`src/core/apm_defs.vh`:
```
`ifndef APM_DEFS_VH
`define APM_DEFS_VH

// Register offsets
`define APM_ADDR_RATE        8'h2C
`define APM_ADDR_POWER       8'h2D

// Field positions
`define APM_BIT_MEASURE      3
`define APM_BIT_LOW_POWER    4
`define APM_RATE_MSB         3
`define APM_RATE_LSB         0

// Reset values
`define APM_RATE_RST         8'h0A
`define APM_POWER_RST        8'h00
`define APM_RD_UNMAPPED      8'h00

// Rate code limits
`define APM_RATE_CODE_MAX    4'hF
`define APM_RATE_STEPS       15

// Timing
`define APM_CLK_PERIOD_NS    50
`define APM_ODR_MAX_HZ       3200
`define APM_BASE_DIV         (1000000000 / (`APM_CLK_PERIOD_NS * `APM_ODR_MAX_HZ))

`endif

```
`src/core/apm_rate_gen.v`:
```
`timescale 1ns/10ps
`include "apm_defs.vh"

module apm_rate_gen #(
    parameter BASE_DIV = `APM_BASE_DIV,
    parameter DIV_W    = 13,
    parameter PRE_W    = `APM_RATE_STEPS
) (
    // Clock and reset
    input  wire       i_ref_clk,
    input  wire       i_resetn,
    // Control
    input  wire       i_enable,
    input  wire [3:0] i_rate_code,
    input  wire       i_low_power,
    // Ticks
    output wire       o_odr_tick,
    output wire       o_sample_tick
);

    reg  [DIV_W-1:0] div_r;
    reg  [DIV_W-1:0] div_nxt;
    reg  [PRE_W-1:0] pre_r;
    reg  [PRE_W-1:0] pre_nxt;
    wire             base_tick;
    wire [PRE_W-1:0] mask;

    // Each code step below the top halves the rate
    function [PRE_W-1:0] rate_mask;
        input [3:0] code;
        begin
            rate_mask = ~({PRE_W{1'b1}} << (`APM_RATE_CODE_MAX - code));
        end
    endfunction

    // Cut to the counter width on purpose; DIV_W must hold BASE_DIV-1
    localparam integer     DIV_LAST_I = BASE_DIV - 1;
    localparam [DIV_W-1:0] DIV_LAST   = DIV_LAST_I[DIV_W-1:0];

    assign base_tick = i_enable && (div_r == DIV_LAST);
    assign mask      = rate_mask(i_rate_code);

    always @*
    begin
        div_nxt = div_r;
        pre_nxt = pre_r;
        if (!i_enable)
        begin
            // Counters cleared so nothing runs while idle
            div_nxt = {DIV_W{1'b0}};
            pre_nxt = {PRE_W{1'b0}};
        end
        else if (base_tick)
        begin
            div_nxt = {DIV_W{1'b0}};
            pre_nxt = pre_r + {{(PRE_W-1){1'b0}}, 1'b1};
        end
        else
        begin
            div_nxt = div_r + {{(DIV_W-1){1'b0}}, 1'b1};
        end
    end

    always @(posedge i_ref_clk or negedge i_resetn)
    begin
        if (!i_resetn)
        begin
            div_r <= {DIV_W{1'b0}};
            pre_r <= {PRE_W{1'b0}};
        end
        else
        begin
            div_r <= div_nxt;
            pre_r <= pre_nxt;
        end
    end

    // Output rate from code, top code at full base rate
    assign o_odr_tick    = base_tick && ((pre_r & mask) == mask);
    // Low power samples only at output rate, trading noise for current
    assign o_sample_tick = i_low_power ? o_odr_tick : base_tick;

endmodule

```
`src/core/apm_power_ctrl.v`:
```
// Behaviour
// - After reset the block sits in standby with sensing off until measurement is commanded.
// - Writing one to bit 3 of the power mode register at 0x2D enters measurement mode.
// - In standby every register can be read and written.
// - Writing zero to bit 3 of the power mode register returns the block to standby.
// - Sensing is idle in standby and runs once measurement mode is entered.
// - Bit 4 of the rate register at 0x2C lowers the internal sampling rate.
// - The four-bit rate code picks the output rate, 3200 Hz at 1111 halving per step to 0000.
`timescale 1ns/10ps
`include "apm_defs.vh"

module apm_power_ctrl #(
    parameter BASE_DIV = `APM_BASE_DIV,
    parameter DIV_W    = 13
) (
    // Clock and reset
    input  wire       i_ref_clk,
    input  wire       i_resetn,
    // Register port
    input  wire       i_reg_wr,
    input  wire       i_reg_rd,
    input  wire [7:0] i_reg_addr,
    input  wire [7:0] i_reg_wdata,
    output reg  [7:0] o_reg_rdata,
    output reg        o_reg_rvalid,
    // Mode and rate
    output wire       o_measure,
    output wire       o_standby,
    output wire [3:0] o_rate_code,
    output wire       o_low_power,
    output wire       o_odr_tick,
    output wire       o_sample_tick
);

    localparam ST_STANDBY = 1'b0;
    localparam ST_MEASURE = 1'b1;

    reg  [7:0] rate_r;
    reg  [7:0] rate_nxt;
    reg  [7:0] power_r;
    reg  [7:0] power_nxt;
    reg        state_r;
    reg        state_nxt;
    reg  [7:0] rdata_nxt;

    function hit;
        input [7:0] addr;
        input [7:0] target;
        begin
            hit = (addr == target);
        end
    endfunction

    // Writes accepted in either mode, so configuration is never locked out
    always @*
    begin
        rate_nxt  = rate_r;
        power_nxt = power_r;
        if (i_reg_wr && hit(i_reg_addr, `APM_ADDR_RATE))
            rate_nxt = i_reg_wdata;
        if (i_reg_wr && hit(i_reg_addr, `APM_ADDR_POWER))
            power_nxt = i_reg_wdata;
    end

    always @*
    begin
        rdata_nxt = `APM_RD_UNMAPPED;
        if (hit(i_reg_addr, `APM_ADDR_RATE))
            rdata_nxt = rate_r;
        else if (hit(i_reg_addr, `APM_ADDR_POWER))
            rdata_nxt = power_r;
    end

    // Mode follows the stored measure bit, one cycle after the write
    always @*
    begin
        case (state_r)
            ST_STANDBY:
                state_nxt = power_r[`APM_BIT_MEASURE] ? ST_MEASURE : ST_STANDBY;
            ST_MEASURE:
                state_nxt = power_r[`APM_BIT_MEASURE] ? ST_MEASURE : ST_STANDBY;
            default:
                state_nxt = ST_STANDBY;
        endcase
    end

    always @(posedge i_ref_clk or negedge i_resetn)
    begin
        if (!i_resetn)
        begin
            rate_r       <= `APM_RATE_RST;
            power_r      <= `APM_POWER_RST;
            state_r      <= ST_STANDBY;
            o_reg_rdata  <= `APM_RD_UNMAPPED;
            o_reg_rvalid <= 1'b0;
        end
        else
        begin
            rate_r       <= rate_nxt;
            power_r      <= power_nxt;
            state_r      <= state_nxt;
            o_reg_rvalid <= i_reg_rd;
            if (i_reg_rd)
                o_reg_rdata <= rdata_nxt;
        end
    end

    assign o_measure   = (state_r == ST_MEASURE);
    assign o_standby   = (state_r == ST_STANDBY);
    assign o_rate_code = rate_r[`APM_RATE_MSB:`APM_RATE_LSB];
    assign o_low_power = rate_r[`APM_BIT_LOW_POWER];

    // Poor codes for low power are not blocked; that choice stays with the host
    apm_rate_gen #(
        .BASE_DIV (BASE_DIV),
        .DIV_W    (DIV_W)
    ) u_rate_gen (
        .i_ref_clk     (i_ref_clk),
        .i_resetn      (i_resetn),
        .i_enable      (o_measure),
        .i_rate_code   (o_rate_code),
        .i_low_power   (o_low_power),
        .o_odr_tick    (o_odr_tick),
        .o_sample_tick (o_sample_tick)
    );

endmodule

```
`config.mk`:
```
export PLATFORM = sky130hd
export DESIGN_NAME = apm_power_ctrl
export DESIGN_NICKNAME = d
export VERILOG_FILES = /design/src/core/apm_rate_gen.v /design/src/core/apm_power_ctrl.v
export VERILOG_INCLUDE_DIRS = /design/src /design/src/core
export SDC_FILE = /design/constraint.sdc
export NUM_CORES = 1
export LEC_CHECK = 0
export BUFFER_PORTS_ARGS = -buffer_cell sky130_fd_sc_hd__buf_2
export CAP_MARGIN = 20
export CORE_AREA = 2 2 66 80
export DETAILED_ROUTE_END_ITERATION = 16
export DIE_AREA = 0 0 68 82
export PLACE_DENSITY = 0.79
export SETUP_SLACK_MARGIN = 0.15
export SLEW_MARGIN = 20
export SYNTH_ARGS = -nofsm -noshare
export SYNTH_HDL_FRONTEND = slang
export SYNTH_SLANG_ARGS = --single-unit
```
`constraint.sdc`:
```
create_clock -name i_ref_clk -period 2.7 [get_ports i_ref_clk]
set_input_delay 0.81 -clock i_ref_clk [delete_from_list [all_inputs] [get_ports i_ref_clk]]
set_output_delay 0.81 -clock i_ref_clk [all_outputs]
set_load 0.05 [all_outputs]
```
==> metrics.md <==
| Metric | Value |
|---|---|
| Result of the run | complete, but fails checks |
| Failing checks | negative setup slack |
| Hold path startpoint | power_r[3] |
| First-pass GRT wire length | slightly above 9 mm |
| Count leader, synth | dfrtp_1 |
| ANT nets after route | 0 |
| Port Buffers | 37 |
| Pin count of the biggest net entering global routing | 23 |
| CTS tree | built |
| Worst-path cell chain | a21oi_1 -> nor2_1 -> o221ai_1 -> nor4_2 -> and3_4 -> buf_8 |
| RSZ-0062 raised after global routing | true |
| Final Critical Period | roughly 2.9 ns |
| CP max stage cell | dfstp_2 |
| Worst r2r dst | u_rate_gen.pre_r[12] |
| Post-synth top flop | dfrtp_1 |
| Setup ws final | -0.1569 ns |
| Clock Latency Late Sink | 0.31 ns |
| First-pass DRT Iterations | 4 |
| Async SR Flop Fraction | 1.000 |
| Dominant cell type by area after synthesis | dfrtp_1 |
| CP Class | flop to output pin |
| Clk buf depth | 2 |
| Initial Util | 0.5499 |
| Fin area | between 3000 and 4000 um2 |
| Worst-path fanout max | 8 |
| Slew of the pin with the lowest slew margin | 0.5576 ns |
| Root Buffer | clkbuf_8 |
| Die ar. | roughly 5600 um2 |
| Critical Path Start Type | flop |
| Hold Path Sink | o_measure |
| Detailed Route WL | roughly 5.8 mm |
| Slowest cell delay on critical path | around 0.6 ns |
| Die X | between 60 and 70 um |
| Worst setup EP type | output pin |
| P&R area growth vs syn | 20.71% |
| Dpl cell area | 2934 um2 |
| Final core utilization | 0.6638 |
| DP Wirelength | 3.844 mm |
| Wire per inst | between 15 and 20 um |
| Critical Path RT | approximately 1.9 ns |
| Clock Skew | 0.009324 ns |
| YS warnings | 0 |
| Total CTS buffers | 5 |
| Clock slew at the register clock pins of the worst setup and hold paths | 0.10 ns |
| Synth Net Count | 272 |
| N_diodes | 0 |
| Io pins | 38 |
| Worst-case reg-to-reg path depth | 6 |
| Yosys top cell area share | 0.4894 |
| Synth cell count leaders | 52 x dfrtp_1, 25 x nor2_1, 16 x mux2_2, 14 x nand2_1, 13 x nand3_1 |
| Cells after Synth | ~250 |
| GRT overflow | 0 |
| Worst min path class | flop to flop |
| Via count | between 2k and 2.5k |
| Leak | 1.413 nW |
| Max VDD drop | approximately 0.36 mV |
| Yosys cell types | 42 |
| Synthesized area | around 2700 um2 |
| Tcrit/Tclk final | 1.058 |
| Clock sink total | 54 |
| Slew Limit Fails | 0 |
| Cell Rows | 28 |
| DRT iter0 DRCs | 180 |
| Register-to-Register Setup Slack | around 0.31 ns |
| Routability Congestion | between 0.8 and 0.9 |
| GRT Total Usage | 0.2198 |
| Die Span Y | around 82 um |
| Hold Path Depth | 0 |
| CP arrival | 2.05 ns |
| Dpl ws | 0.02718 ns |
| Max_slew headroom | 0.6230 |
| MaxCap Viol Count | 0 |
| CTS H-tree lvls | 2 |
| Syn avg cell area | roughly 11 um2 |
| FF-to-FF Start | u_rate_gen.div_r[10] |
| Pwr Density | 494.4 nW/um2 |
| Share of cells above drive strength 1 | 0.3256 |
| Synthesis-stage register bit count | 54 |
| Core area | around 4800 um2 |
| Residual DRC | 0 |
| Seq/Total Area, Yosys | 0.5092 |
| Vias in the first global route | 2056 |
| Area contributors post-synth | dfrtp_1 49%, mux2_2 6.8%, xor2_1 4.0% |
| Post-synth EDFFs | 0 |
| Hold_buf cts | 0 |
| Via-per-instance ratio | around 5.9 |
| Final hold vios | 0 |
| Initial antenna violation count | 0 |
| Setup violators final | 2 |
| Nets@finish | ~320 |
| FMAX | around 350 MHz |
[per-stage QoR]
stage	power, mW	setup TNS, ns	cells	hold slack, ns
after floorplan	0.9105	0	249	0.3685
after global placement	0.9510	0	342	0.3791
after detailed placement	0.9540	0	342	0.3908
after CTS	1.586	-0.1203	351	0.4138
after global routing	1.639	-0.4750	361	0.4262
final	1.587	-0.2789	361	0.4118
[flip-flops by register name, summed over array words and instances, names as in the netlist]
register	cells
o_measure	1
o_reg_rdata	8
o_reg_rvalid	1
power_r	8
rate_r	8
u_rate_gen.div_r	13
u_rate_gen.pre_r	15
[cells in the final DEF (no fill, tap or decap), drive strengths merged, types with 7 or more instances in the layout]
master	n
buf	57
dfrtp	52
inv	12
mux2	16
mux2i	9
nand2	14
nand2b	7
nand3	13
nand4	9
nor2	25
o22ai	8
xor2	12
[critical path: cells and delay by family (launching register included)]
| family | cells | cell delay, ns |
|---|---|---|
| buffers and inverters | 1 | 0.14 |
| AO/OA/AOI/OAI | 2 | 0.27 |
| AND/OR/NAND/NOR | 3 | 0.72 |
| flip-flops | 1 | 0.60 |
[cell families (layout without fill, tap and decap cells)]
group / Yosys count / count (layout) / share of synthesized area
xor+xnor: 18 / 18 / 0.05929
fa+ha+maj: 5 / 5 / 0.02165
flops: 54 / 54 / 0.5092
simple gates: 86 / 86 / 0.1722
compound gates: 35 / 35 / 0.09318
mux: 25 / 25 / 0.1016
buf+inv: 26 / 78 / 0.04282
[power breakdown]
group | switching [mW] | internal (mW)
clock | 0.267 | 0.371
sequential | 0.0161 | 0.823
combinational | 0.0682 | 0.0406
total | 0.352 | 1.24
[layout make-up]
type / instances / area (um2)
clock buffer: 5 / 68.82
fill: 366 / 1625
clock inverter: 3 / 68.82
multi-input combinational: 169 / 1229
timing repair buffer: 58 / 364.1
sequential: 54 / 1359
tap: 60 / 75.07
inverter: 12 / 45.04
[layer usage]
layer | share of wire | track usage | vias up
met2 | 0.52 | 0.3699 | 58
li1 | - | - | 987
met4 | 0.018 | 0.09400 | 0
met3 | 0.035 | 0.04247 | 12
met5 | 0 | 0 | -
met1 | 0.42 | 0.2724 | 1055
[how the worst max path moves through the flow]
| stage | startpoint | end | slack, ns | cells after the start |
|---|---|---|---|---|
| after global routing | rate_r[3] | o_odr_tick | -0.26 | 6 |
| after detailed placement | rate_r[2] | o_odr_tick | 0.03 | 6 |
| after CTS | u_rate_gen.div_r[10] | o_odr_tick | -0.07 | 4 |
| after global placement | rate_r[0] | o_odr_tick | 0.17 | 6 |
| after floorplan | u_rate_gen.div_r[9] | o_odr_tick | 0.10 | 4 |
| final | rate_r[1] | o_odr_tick | -0.16 | 6 |
[what timing repair did]
item / CTS / global route
endpoints found under the hold margin: 0 / 0
setup buffers: 1 / 10
pin swaps: 3 / 4
setup endpoints to repair: 2 / 3
resized for setup: 13 / 8
No activity file was read; power rests on OpenSTA's default activity.
